--- src/logic/amc_pkg.sv ---
// How it works
// - Polarity bit 0 gives offset binary: zeros, top bit only, all ones.
// - Polarity bit 1 gives straight binary: zeros at zero, all ones at full scale.
// - Port output enable set turns on drivers of both shared pins.
// - While enabled, high port bit drives positive pin, low bit the negative pin.
// - A driven level stays until its bit is rewritten or enable cleared.
// - Length bit picks 24 or 16 bit reads; ready returns high after the length.
// - Range field picks 10, 20, 40 or 80 mV span, symmetric or zero based.
// - Clock output disable forces the clock output pin low.
// - With external master clock, disable keeps conversions running.
// - With a crystal, disable stops the clock and all conversions.
package amc_pkg;
	// ----------------------------------------
	// Mode register layout
	// ----------------------------------------
	localparam int MODE_W = 16;
	localparam logic [15:0] MODE_RESET = 16'h0000;
	localparam int POL_BIT = 12;
	localparam int PORT_EN_BIT = 11;
	localparam int PHI_BIT = 10;
	localparam int PLO_BIT = 9;
	localparam int LEN_BIT = 8;
	localparam int REF_BIT = 7;
	localparam int RSV_BIT = 6;
	localparam int RNG_HI = 5;
	localparam int RNG_LO = 4;
	localparam int CKD_BIT = 3;
	// ----------------------------------------
	// Result and read timing
	// ----------------------------------------
	localparam int RES_W = 24;
	localparam logic [4:0] LEN_LONG = 5'h18;
	localparam logic [4:0] LEN_SHORT = 5'h10;
	// ----------------------------------------
	// Nominal spans in mV per range code
	// ----------------------------------------
	localparam logic [6:0] SPAN_00 = 7'h0A;
	localparam logic [6:0] SPAN_01 = 7'h14;
	localparam logic [6:0] SPAN_10 = 7'h28;
	localparam logic [6:0] SPAN_11 = 7'h50;
endpackage

--- src/logic/amc_coder.sv ---
`timescale 1ns/100ps
// Turns a signed modulator result into the selected output coding
module amc_coder (
	// Raw result and coding choice
	input wire logic [23:0] raw_i,
	input wire logic unipolar_i,
	// Coded result
	output logic [23:0] code_o
);
	// Unipolar doubles positive results below half scale, saturates the rest to all ones and clips negatives to zero
	always_comb begin
		if (unipolar_i) begin
			if (raw_i[23]) begin
				code_o = 24'h000000;
			end else if (raw_i[22]) begin
				code_o = 24'hFFFFFF;
			end else begin
				code_o = {raw_i[22:0], raw_i[22]};
			end
		end else begin
			code_o = {~raw_i[23], raw_i[22:0]};
		end
	end
endmodule

--- src/logic/amc_mode_ctrl.sv ---
`timescale 1ns/100ps
module amc_mode_ctrl (
	// Clock and reset
	input wire logic clk_i,
	input wire logic rstn_i,
	// Mode register access from the serial front end
	input wire logic mode_wr_i,
	input wire logic [15:0] mode_wdata_i,
	output logic [15:0] mode_rdata_o,
	// Conversion results from the filter
	input wire logic res_valid_i,
	input wire logic [23:0] res_raw_i,
	// Data read pins
	input wire logic sclk_i,
	input wire logic read_n_i,
	output logic sdo_o,
	output logic ready_n_o,
	// Clocking
	input wire logic crystal_i,
	output logic mclk_out_o,
	output logic conv_run_o,
	// Shared analog and port pins
	output logic shared_input_pin_pos_o,
	output logic shared_input_pin_pos_oe_o,
	output logic shared_input_pin_neg_o,
	output logic shared_input_pin_neg_oe_o,
	// Decoded analog settings
	output logic [6:0] span_mv_o,
	output logic reference_scale_select_o
);
	// ----------------------------------------
	// Mode register
	// ----------------------------------------
	logic [15:0] mode_ff, nxt_mode;
	logic polarity, port_output_enable, port_bit_high, port_bit_low;
	logic result_length_select, clock_output_disable;
	logic [1:0] input_range_field;

	// Reserved bit is not stored, so it always reads back zero
	always_comb begin
		nxt_mode = mode_ff;
		if (mode_wr_i) begin
			nxt_mode = mode_wdata_i;
			nxt_mode[amc_pkg::RSV_BIT] = 1'b0;
		end
	end
	always_ff @(posedge clk_i or negedge rstn_i) begin
		if (!rstn_i) begin
			mode_ff <= amc_pkg::MODE_RESET;
		end else begin
			mode_ff <= nxt_mode;
		end
	end
	assign mode_rdata_o = mode_ff;
	assign polarity = mode_ff[amc_pkg::POL_BIT];
	assign port_output_enable = mode_ff[amc_pkg::PORT_EN_BIT];
	assign port_bit_high = mode_ff[amc_pkg::PHI_BIT];
	assign port_bit_low = mode_ff[amc_pkg::PLO_BIT];
	assign result_length_select = mode_ff[amc_pkg::LEN_BIT];
	assign clock_output_disable = mode_ff[amc_pkg::CKD_BIT];
	assign input_range_field = mode_ff[amc_pkg::RNG_HI:amc_pkg::RNG_LO];
	assign reference_scale_select_o = mode_ff[amc_pkg::REF_BIT];

	// ----------------------------------------
	// Pin synchronisers
	// ----------------------------------------
	logic [2:0] s1_ff, s2_ff, nxt_s1, nxt_s2;
	logic sclk_d_ff, nxt_sclk_d;
	logic sclk_s, read_s, crystal_s, sclk_rise;

	// Two flops per pin; only the second stage feeds logic
	always_comb begin
		nxt_s1 = {crystal_i, read_n_i, sclk_i};
		nxt_s2 = s1_ff;
		nxt_sclk_d = s2_ff[0];
	end
	always_ff @(posedge clk_i or negedge rstn_i) begin
		if (!rstn_i) begin
			s1_ff <= 3'h2;
			s2_ff <= 3'h2;
			sclk_d_ff <= 1'b0;
		end else begin
			s1_ff <= nxt_s1;
			s2_ff <= nxt_s2;
			sclk_d_ff <= nxt_sclk_d;
		end
	end
	assign sclk_s = s2_ff[0];
	assign read_s = ~s2_ff[1];
	assign crystal_s = s2_ff[2];
	assign sclk_rise = sclk_s & ~sclk_d_ff & read_s;

	// ----------------------------------------
	// Master clock output and conversion gate
	// ----------------------------------------
	logic mclk_ff, nxt_mclk, run_ff, nxt_run;

	// Output runs at half the core clock; a crystal with clock output disable set stops conversions
	always_comb begin
		nxt_mclk = clock_output_disable ? 1'b0 : ~mclk_ff;
		nxt_run = ~(crystal_s & clock_output_disable);
	end
	always_ff @(posedge clk_i or negedge rstn_i) begin
		if (!rstn_i) begin
			mclk_ff <= 1'b0;
			run_ff <= 1'b1;
		end else begin
			mclk_ff <= nxt_mclk;
			run_ff <= nxt_run;
		end
	end
	assign mclk_out_o = mclk_ff;
	assign conv_run_o = run_ff;

	// ----------------------------------------
	// Port pins and range decode
	// ----------------------------------------
	logic pos_ff, pos_oe_ff, neg_ff, neg_oe_ff, nxt_pos, nxt_pos_oe, nxt_neg, nxt_neg_oe;
	logic [6:0] span_ff, nxt_span;

	// Levels follow the stored bits, so they persist between writes
	always_comb begin
		nxt_pos_oe = port_output_enable;
		nxt_neg_oe = port_output_enable;
		nxt_pos = port_output_enable & port_bit_high;
		nxt_neg = port_output_enable & port_bit_low;
		case (input_range_field)
			2'h0: nxt_span = amc_pkg::SPAN_00;
			2'h1: nxt_span = amc_pkg::SPAN_01;
			2'h2: nxt_span = amc_pkg::SPAN_10;
			default: nxt_span = amc_pkg::SPAN_11;
		endcase
	end
	always_ff @(posedge clk_i or negedge rstn_i) begin
		if (!rstn_i) begin
			pos_ff <= 1'b0;
			pos_oe_ff <= 1'b0;
			neg_ff <= 1'b0;
			neg_oe_ff <= 1'b0;
			span_ff <= amc_pkg::SPAN_00;
		end else begin
			pos_ff <= nxt_pos;
			pos_oe_ff <= nxt_pos_oe;
			neg_ff <= nxt_neg;
			neg_oe_ff <= nxt_neg_oe;
			span_ff <= nxt_span;
		end
	end
	assign shared_input_pin_pos_o = pos_ff;
	assign shared_input_pin_pos_oe_o = pos_oe_ff;
	assign shared_input_pin_neg_o = neg_ff;
	assign shared_input_pin_neg_oe_o = neg_oe_ff;
	assign span_mv_o = span_ff;

	// ----------------------------------------
	// Result capture and serial read
	// ----------------------------------------
	logic [23:0] coded, res_ff, nxt_res;
	logic [4:0] cnt_ff, nxt_cnt, read_len;
	logic rdy_n_ff, nxt_rdy_n, sdo_ff, nxt_sdo, take;

	amc_coder u_coder (
		.raw_i(res_raw_i),
		.unipolar_i(polarity),
		.code_o(coded)
	);

	assign read_len = result_length_select ? amc_pkg::LEN_LONG : amc_pkg::LEN_SHORT;
	assign take = res_valid_i & run_ff;

	// A fresh result wins over a read ending in the same cycle
	always_comb begin
		nxt_res = res_ff;
		nxt_cnt = cnt_ff;
		nxt_rdy_n = rdy_n_ff;
		nxt_sdo = sdo_ff;
		if (!read_s) begin
			nxt_cnt = 5'h00;
		end
		if (sclk_rise && !rdy_n_ff) begin
			nxt_sdo = res_ff[5'h17 - cnt_ff];
			nxt_cnt = cnt_ff + 5'h01;
			if (cnt_ff == read_len - 5'h01) begin
				nxt_rdy_n = 1'b1;
				nxt_cnt = 5'h00;
			end
		end
		if (take) begin
			nxt_res = coded;
			nxt_rdy_n = 1'b0;
			nxt_cnt = 5'h00;
		end
	end
	always_ff @(posedge clk_i or negedge rstn_i) begin
		if (!rstn_i) begin
			res_ff <= 24'h000000;
			cnt_ff <= 5'h00;
			rdy_n_ff <= 1'b1;
			sdo_ff <= 1'b0;
		end else begin
			res_ff <= nxt_res;
			cnt_ff <= nxt_cnt;
			rdy_n_ff <= nxt_rdy_n;
			sdo_ff <= nxt_sdo;
		end
	end
	assign ready_n_o = rdy_n_ff;
	assign sdo_o = sdo_ff;
endmodule

--- config.mk ---
export PLATFORM = sky130hd
export DESIGN_NAME = amc_mode_ctrl
export DESIGN_NICKNAME = d
export VERILOG_FILES = /design/src/logic/amc_pkg.sv /design/src/logic/amc_coder.sv /design/src/logic/amc_mode_ctrl.sv
export SDC_FILE = /design/constraint.sdc
export NUM_CORES = 1
export LEC_CHECK = 0
export BUFFER_PORTS_ARGS = -buffer_cell sky130_fd_sc_hd__buf_2
export CELL_PAD_IN_SITES_DETAIL_PLACEMENT = 0
export CELL_PAD_IN_SITES_GLOBAL_PLACEMENT = 1
export CORE_MARGIN = 2
export CORE_UTILIZATION = 40
export CTS_CLUSTER_SIZE = 20
export DETAILED_ROUTE_END_ITERATION = 7
export PLACE_DENSITY = 0.89
export SETUP_SLACK_MARGIN = 0.02
export SYNTH_ARGS = -nofsm -noshare
export SYNTH_HDL_FRONTEND = slang
export SYNTH_SLANG_ARGS = --single-unit
--- constraint.sdc ---
create_clock -name clk_i -period 2.2 [get_ports clk_i]
set_clock_uncertainty 0.2 [all_clocks]
set_input_delay 0.11 -clock clk_i [delete_from_list [all_inputs] [get_ports clk_i]]
set_output_delay 0.11 -clock clk_i [all_outputs]
set_load 0.02 [all_outputs]
Word level (Yosys, flattened, before mapping)
Cells that the tools add are included.

Reductions and logical operators: 7. Add/sub/neg operators: 3. Equal/unequal tests: 3. Order comparisons: 1. Bitwise operators: 11. Mux-type cells: 15.

Operator list (number): $mux 24 (3); $pmux 7 s3 (1); $mux 5 (4); $and 1x1->1 (6); $lt 5x6->1 const B (1); $add 5x1->5 const B (1); $bmux 1 s5 (1); $eq 5x5->1 (1); $mux 1 (5); $not 1->1 (5); $sub 5x1->5 const B (1); $sub 5x5->5 const A (1); $mux 4 (1); $reduce_bool 2->1 (2); $reduce_bool 3->1 (1); $eq 2x1->1 const B (1); $eq 2x2->1 const B (1); $logic_not 2->1 (1); $reduce_and 2->1 (1); $logic_and 1x1->1 (1); $logic_not 1->1 (1).

Word-level logic and storage cells: 54. Output and inout port bits: 32. Flip-flop bits (word level): 65.

Depth between registers and ports, before layout
Gate-level depths: netlist of run 1.

Word-level depth: 6. Depth in mapped cells: 5. Gate-level depth less buffers: 4.

By module
Synthesis of run 1 repeated with hierarchy kept, for this count alone.

Cells, all modules: 258. Area total of the unflattened synthesis: 3118.0 sq um.

Modules (own cells, without submodules): amc_mode_ctrl (cells each 180, area each 2593.7 sq um, sequential area each 1609.0 sq um, instances 1); amc_coder (cells each 78, area each 524.3 sq um, sequential area each 0.0 sq um, instances 1).

Worst setup path before layout of run 1
No wires, ideal clock.

Path type: reg2reg. From: reg cnt_ff[0]. To: reg sdo_ff (netlist: sdo_o). Path buffers: 1. Arrival time: 1496 ps. Period minus slack after synthesis: 1822 ps. Data required time: 1874 ps. Setup slack: 378 ps. Cell stages (with the launch flop): 6. Cells stage by stage: dfrtp_1 > buf_6 > mux4_2 > nor2_1 > nor4_1 > o32a_1.

Word-level cells in the longest chain between the ends: 3.

Ends and longest elaborated chain: start: declaration (RTL line amc_mode_ctrl.sv:159) `logic [4:0] cnt_ff, nxt_cnt, read_len;`; start signal: assignment (RTL line amc_mode_ctrl.sv:202) `cnt_ff <= nxt_cnt;`; $sub 5x5->5 (RTL line amc_mode_ctrl.sv:181) `nxt_sdo = res_ff[5'h17 - cnt_ff];`; $bmux 1 s5 (RTL line amc_mode_ctrl.sv:181); $mux 1 (implied by the code) (RTL line amc_mode_ctrl.sv:181); end signal: assignment (RTL line amc_mode_ctrl.sv:204) `sdo_ff <= nxt_sdo;`; end: declaration (RTL line amc_mode_ctrl.sv:160) `logic rdy_n_ff, nxt_rdy_n, sdo_ff, nxt_sdo, take;`.

No other way between the ends. The select of a mux whose other input is x is not followed. A chain may end at the register's enable or synchronous reset.

==> summary.md, run 1 <==
| Metric | Value |
|---|---|
| Worst reg2reg path depth | 4 |
| Distinct cells, synth | 42 |
| Setup CP Type | in -> reg |
| First-pass GRT wire length | roughly 11,000 um |
| FF+latch count, synth | between 60 and 70 |
| Crit. Startpoint | mode_wdata_i[4] |
| Largest net degree at the start of global routing | 50 |
| Final WL | just under 7000 um |
| Drt initial violations | 100 |
| Chip width | around 90 um |
| Clock sinks | 64 |
| Outcome | complete, no violations |
| Post-layout util | 0.5603 |
| Worst Tran Pin Value | about 570 ps |
| Peak supply drop | 0.3958 mV |
| Vias/cell | 4.836 |
| Max Fclk | ~500 MHz |
| Rows | 31 |
| Worst Path Required | roughly 2200 ps |
| Initial antenna violation count | 0 |
| Hold Startpoint | mode_wr_i |
| CTS tree | built |
| RSZ-0062 raised after global routing | false |
| Pins over their slew limit | 0 |
| CTS clk-pin slew, worst paths | 80 ps |
| H-tree levels | 3 |
| Port bufs | 75 |
| PostCTS Resize Cnt | 0 |
| Dpl hpwl | between 4000 and 5000 um |
| Wire per inst | roughly 14 um |
| # hold bufs at CTS | 45 |
| Crit path largest cell delay | ~570 ps |
| CP bufs+invs | 4 |
| Vias | between 2,000 and 2,500 |
| Final hold vios | 0 |
| Final Critical Period | about 2000 ps |
| Main area contributors after synthesis | dfrtp_1, mux2_2, mux2i_1 |
| Post-CTS Setup Inserts | 0 |
| Ys async rst share | 1.000 |
| Register area share after synthesis | 0.5397 |
| Worst hold path depth | 2 |
| Relative slew slack | 0.6210 |
| Final routed DRC violation total | 0 |
| Area growth, synth to finish | 36.30% |
| Cts bufs inserted | 9 |
| Total iterations of the first detailed-routing run | 4 |
| CP most frequent cell | dlygate4sd3_1 |
| Gpl congestion | approximately 0.76 |
| FF-to-FF Start | cnt_ff[0]$_DFFE_PN0P_ |
| CTS Buffer Depth | 2 |
| Netlist Area Pre-Place | between 2000 and 3000 um^2 |
| Final Setup Violations | 0 |
| Post-route clock period utilization | 0.9082 |
| Critical Path, Cell by Cell | dlygate4sd3_1, buf_2, nand2_1, dlygate4sd3_1, o21ai_0, dlygate4sd3_1 |
| Max FO, Critical Path | 1 |
| Critical path launch point type | primary input |
| Total negative slack | 0 ps |
| Root buffer cell | clkbuf_8 |
| Fillers | around 640 |
| CP Depth | 6 |
| Slowest cell on the critical path | dlygate4sd3_1 |
| Layout Cells excl Fill | 500 |
| Number of global-route vias before repair | between 2,000 and 2,500 |
| Final #Nets | 444 |
| Share of layout cells above drive strength 1 | 0.3117 |
| Hold WS | about 82 ps |
| Leak pwr | approximately 1.9 nW |
| Placed cell count | around 440 |
| Critical Path Sink Type | flip-flop |
| Pre-CTS setup slack | between 200 and 250 ps |
| Power per cell area | roughly 730 nW/um^2 |
| Crit path arrival time | ~2000 ps |
| Max-cap viol count | 0 |
| Initial core utilization | 0.4111 |
| Later-pin clock latency in the skew report | ~340 ps |
| Total GRT Usage | 0.1748 |
| Area leader, netlist | dfrtp_1 |
| Die area | between 8000 and 9000 um^2 |
| Post-route ant nets | 0 |
| Delay-heaviest family, CP | buffers and inverters |
| Number of synthesized flops with an enable pin | 0 |
| Syn Area/Cell | roughly 11 um^2 |
| Hold Path Class | in -> reg |
| Die height | between 90 and 100 um |
| Post-synth top flop | dfrtp_1 |
| GR Overflow Total | 0 |
| Core Footprint | 7253 um^2 |
| Warnings, synthesis | 0 |
| Post-synthesis cell count | 281 |
| IO Count | around 80 |
| Final setup margin | roughly 200 ps |
| Synth top area share | 0.4868 |
| Antenna cell count | 0 |
-- cell usage after synthesis (2+ instances only) --
cell / number
dfrtp_1: 58
nor2_1: 50
nand2_1: 32
o21ai_0: 24
mux2i_1: 21
mux2_2: 20
clkbuf_1: 11
dfstp_2: 6
buf_4: 5
a21oi_1: 4
and2_1: 4
buf_2: 3
inv_1: 3
nand3_1: 3
nor2b_1: 3
o22ai_1: 3
buf_6: 2
mux4_1: 2
nor3b_1: 2
o211ai_1: 2
o21a_1: 2
-- final cells by class --
cell class | count | area [um^2] | share of cell area
multi-input combinational | 192 | 1231 | 0.3030
timing repair buffer | 126 | 883.3 | 0.2174
tap | 99 | 123.9 | 0.03048
clock buffer | 10 | 137.6 | 0.03387
clock inverter | 6 | 67.56 | 0.01663
sequential | 64 | 1609 | 0.3959
inverter | 3 | 11.26 | 0.002771
-- through the flow --
stage	area, um^2	power [mW]
finish	4064	2.979
global route	4064	3.125
CTS	4064	3.002
detailed placement	3408	1.897
global placement	3408	1.884
floorplan	2985	1.719
-- cell families after synthesis --
group | share of synthesized area
and+or+nand+nor | 0.1519
AOI/OAI and AO/OA | 0.08015
xor gates and xnor gates | 0.002938
DFF | 0.5397
buffers and inverters | 0.04868
adders and majority gates | 0.004196
muxes | 0.1712
other | 0.001258
-- layout by cell type, fill, tap and decap left out, types with 2 or more instances in the layout --
| master | Yosys | routed |
|---|---|---|
| a21oi_1 | 4 | 4 |
| and2_1 | 4 | 4 |
| buf_2 | 3 | 75 |
| buf_4 | 5 | 5 |
| clkbuf_8 | 1 | 10 |
| clkinvlp_4 | 0 | 2 |
| conb_1 | 1 | 2 |
| dfrtp_1 | 58 | 58 |
| dfstp_2 | 6 | 6 |
| dlygate4sd3_1 | 0 | 45 |
| inv_1 | 3 | 3 |
| mux2_2 | 20 | 20 |
| mux2i_1 | 21 | 21 |
| mux4_1 | 2 | 2 |
| nand2_1 | 32 | 32 |
| nand3_1 | 3 | 3 |
| nor2_1 | 50 | 50 |
| nor2b_1 | 3 | 3 |
| nor3b_1 | 2 | 2 |
| o211ai_1 | 2 | 2 |
| o21a_1 | 2 | 2 |
| o21ai_0 | 24 | 24 |
| o22ai_1 | 3 | 3 |
-- layer usage --
layer	track usage	share of wire	vias up	routed length, um
met5	0	0	-	0
li1	-	-	1183	-
met4	0.07308	0.021	0	144
met1	0.2160	0.43	1172	2934
met2	0.2914	0.51	52	3462
met3	0.04591	0.036	11	245
-- sequential cells by signal (all words and copies together) (netlist names) --
register / count
nxt_s2: 3
cnt_ff: 5
mclk_out_o: 1
span_mv_o: 6
mode_rdata_o: 15
sclk_d_ff: 1
res_ff: 24
conv_run_o: 1
shared_input_pin_neg_oe_o: 1
shared_input_pin_neg_o: 1
sdo_o: 1
shared_input_pin_pos_o: 1
s2_ff: 3
ready_n_o: 1
-- where the power goes --
part           leakage, nW  total (mW)  switching [mW]  internal (mW)
logic                 1.03       0.555           0.289          0.266
registers            0.777        1.39          0.0785           1.31
clock network       0.0989        1.03           0.476          0.557
total                 1.91        2.98           0.844           2.14
-- final timing paths --
| check | end | slack [ps] |
|---|---|---|
| worst min register to register | s2_ff[0]$_DFF_PN0_ | 160 |
| max in group asynchronous | res_ff[22]$_DFFE_PN0P_ | 1090 |
| worst max register to register | sdo_o$_DFFE_PN0P_ | 230 |
| worst min-delay path | mode_rdata_o[1]$_DFFE_PN0P_ | 80 |
| worst max-delay path | mode_rdata_o[4]$_DFFE_PN0P_ | 200 |
| min in group asynchronous | nxt_s2[0]$_DFF_PN0_ | 110 |
Power figures use the tool's default switching activity.
==> inputs of run 2 (changes only) <==
GPL_TIMING_DRIVEN = 0   (was default)
HOLD_SLACK_MARGIN = 0.08   (was default)
MAX_ROUTING_LAYER = met4   (was default)
==> run 2 against run 1 <==
Against the previous run: sequential share of layout area fell by 2.4 points; die area did not move; non-clock buffer count rose by 34; global-route usage rose by 2.9 points; critical endpoint is now sdo_o$_DFFE_PN0P_; first-iteration DRC count rose by 47%; combinational power rose by 15%; setup slack got worse by 31 ps; critical path depth fell by 1; register-to-register slack got worse by 60 ps; cell area rose by 6.4%; total power rose by 2.6%; flip-flop and latch count did not move; highest routed layer unchanged.
==> summary.md, run 2 (same netlist as run 1, synthesis figures left out) <==
| Metric | Value |
|---|---|
| Chip width | 90.34 um (unchanged) |
| Dpl hpwl | 4727 um (+12%) |
| First-pass GRT wire length | 12,810 um (+13%) |
| Sw frac | 0.2834 (about the same) |
| Cts bufs inserted | 9 (unchanged) |
| Commonest non-fill, non-tap cell in the layout | buf_2 |
| Commonest non-fill, non-tap cells in the layout | buf_2, dlygate4sd3_1, dfrtp_1 |
| Final hold vios | 0 (unchanged) |
| Hold Path Class | reg -> reg |
| Fillers | 624 (-2.3%) |
| Largest net degree at the start of global routing | 65 (+30%) |
| Peak supply drop | 0.3903 mV (-1.4%) |
| Gpl congestion | 0.7992 (+4.9%) |
| IO Count | 79 (unchanged) |
| RR Endpoint | sdo_o$_DFFE_PN0P_ |
| Final routed DRC violation total | 0 (unchanged) |
| Setup CP Type | reg -> reg |
| Worst reg2reg path depth | 5 (+1) |
| Number of global-route vias before repair | 2,681 (+16%) |
| Max-cap viol count | 0 (unchanged) |
| Total iterations of the first detailed-routing run | 4 (unchanged) |
| Max FO, Critical Path | 10 (+9) |
| Critical Path Sink Type | flip-flop |
| RSZ-0062 raised after global routing | false |
| Vias/cell | 4.871 (+0.72%) |
| GR Overflow Total | 0 (unchanged) |
| Design Power | 3.057 mW (+2.6%) |
| Power per cell area | 706.6 nW/um^2 (-3.6%) |
| Final WL | 7556 um (+11%) |
| Port bufs | 74 (-1.3%) |
| Clock sinks | 64 (unchanged) |
| Placed cell count | 455 (+3.6%) |
| Pre-CTS setup slack | 167.1 ps (-77.73 ps) |
| Final #Nets | 478 (+7.7%) |
| Largest Register | res_ff |
| Later-pin clock latency in the skew report | 340 ps (about the same) |
| Core Footprint | 7253 um^2 (unchanged) |
| Pins over their slew limit | 0 (unchanged) |
| Final setup margin | 171.1 ps (-31.01 ps) |
| Post-CTS Setup Inserts | 0 (unchanged) |
| Relative slew slack | 0.4496 (-0.1714) |
| R2r setup slk | 170 ps (-60 ps) |
| Max reg flops | 24 (unchanged) |
| CTS tree | built |
| Drt initial violations | 147 (+47%) |
| CTS clk-pin slew, worst paths | 70 ps (about the same) |
| Leak pwr | 2.021 nW (+5.9%) |
| Area growth, synth to finish | 45.07% |
| Critical path launch point type | flip-flop |
| Die height | 90.34 um (unchanged) |
| CP endpoint | sdo_o$_DFFE_PN0P_ |
| Wire per inst | 14.15 um (+4.3%) |
| Final Setup Violations | 0 (unchanged) |
| H-tree levels | 3 (unchanged) |
| Initial antenna violation count | 0 (unchanged) |
| Worst Path Required | 2220 ps (about the same) |
| Root buffer cell | clkbuf_8 |
| Share of layout cells above drive strength 1 | 0.3011 (-0.01057) |
| Int Power | 2.190 mW (+2.6%) |
| Switch Pwr | 866.1 uW (+2.6%) |
| Logic pwr share | 0.208 (+0.022) |
| Outcome | complete, no violations |
| Final Critical Period | 2029 ps (+31.01 ps) |
| Max Fclk | 492.9 MHz (-1.5%) |
| Crit. Startpoint | cnt_ff[0]$_DFFE_PN0P_ |
| Clock group share of total power | 0.338 (-0.009) |
| Layout Cells excl Fill | 534 (+6.8%) |
| FF-to-FF Start | cnt_ff[0]$_DFFE_PN0P_ |
| Die area | 8160 um^2 (unchanged) |
| Vias | 2,601 (+7.6%) |
| Crit path arrival time | 2050 ps (+30 ps) |
| Total GRT Usage | 0.2034 (+0.02866) |
| Initial core utilization | 0.4111 (unchanged) |
| Hold Startpoint | nxt_s2[1]$_DFF_PN1_ |
| CTS Buffer Depth | 2 (unchanged) |
| Hold WS | 156.9 ps (+74.58 ps) |
| Post-route ant nets | 0 (unchanged) |
| Rows | 31 (unchanged) |
| Total negative slack | 0 ps (unchanged) |
| Sequential share of power | 0.454 (-0.013) |
| Antenna cell count | 0 (unchanged) |
| Post-route clock period utilization | 0.9222 (+0.01410) |
| Worst Tran Pin Value | 823.4 ps (+255.0 ps) |
## run 2: cell count changes in the layout (fill, tap and decap cells not counted), moves of 2 or more
cell           delta
dlygate4sd3_1    +18
clkbuf_1          +9
clkbuf_2          +2
buf_6             +2
buf_4             +2
## run 2: how the worst min path moves through the flow
stage	endpoint	slack (ps)	depth (start not counted)
floorplan	cnt_ff[0]$_DFFE_PN0P_	-390	0
detailed placement	nxt_s2[1]$_DFF_PN1_	20	1
global placement	nxt_s2[1]$_DFF_PN1_	20	1
CTS	s2_ff[2]$_DFF_PN0_	160	0
finish	s2_ff[1]$_DFF_PN1_	160	0
global route	s2_ff[1]$_DFF_PN1_	170	0
## run 2: worst max-delay path: stages (launching register included)
cell and delay (ps):
dfrtp_1 490, buf_6 200, mux4_2 510, nor2_1 110, nor4_1 60, o32a_1 350
## run 2: stage by stage
stage | area, um^2 | util
floorplan | 2985 | -
finish | 4325 | 0.5963
CTS | 4315 | 0.5950
global placement | 3480 | 0.4797
detailed placement | 3480 | 0.4797
global route | 4325 | 0.5963
## run 2: area by class of cell
class,instances,area [um^2],share of cell area
clock buffer,10,137.6,0.03182
buffer,23,141.4,0.03269
sequential,64,1609,0.3720
inverter,3,11.26,0.002603
tap,99,123.9,0.02864
clock inverter,6,67.56,0.01562
multi-input combinational,192,1231,0.2846
timing repair buffer,137,1003,0.2320
## run 2: power by group through the flow
stage | clock network, mW | registers [mW] | logic (mW)
after floorplan | 0 | 1.45 | 0.268
after global placement | 0 | 1.40 | 0.502
after detailed placement | 0 | 1.40 | 0.512
after CTS | 1.05 | 1.38 | 0.629
after global routing | 1.10 | 1.40 | 0.697
final | 1.03 | 1.39 | 0.637
## run 2: layer usage
| metal | vias up | track usage | routed length, um |
|---|---|---|---|
| met5 | - | - | 0 |
| met4 | 0 | 0.09615 | 218 |
| met3 | 24 | 0.04591 | 295 |
| met2 | 64 | 0.3264 | 3878 |
| met1 | 1264 | 0.2452 | 3163 |
| li1 | 1249 | - | - |
## run 2: timing repair
action	in CTS	in global routing
setup endpoints to repair	0	11
hold endpoints to repair	102	0
resized for setup	0	7
hold buffers	63	0
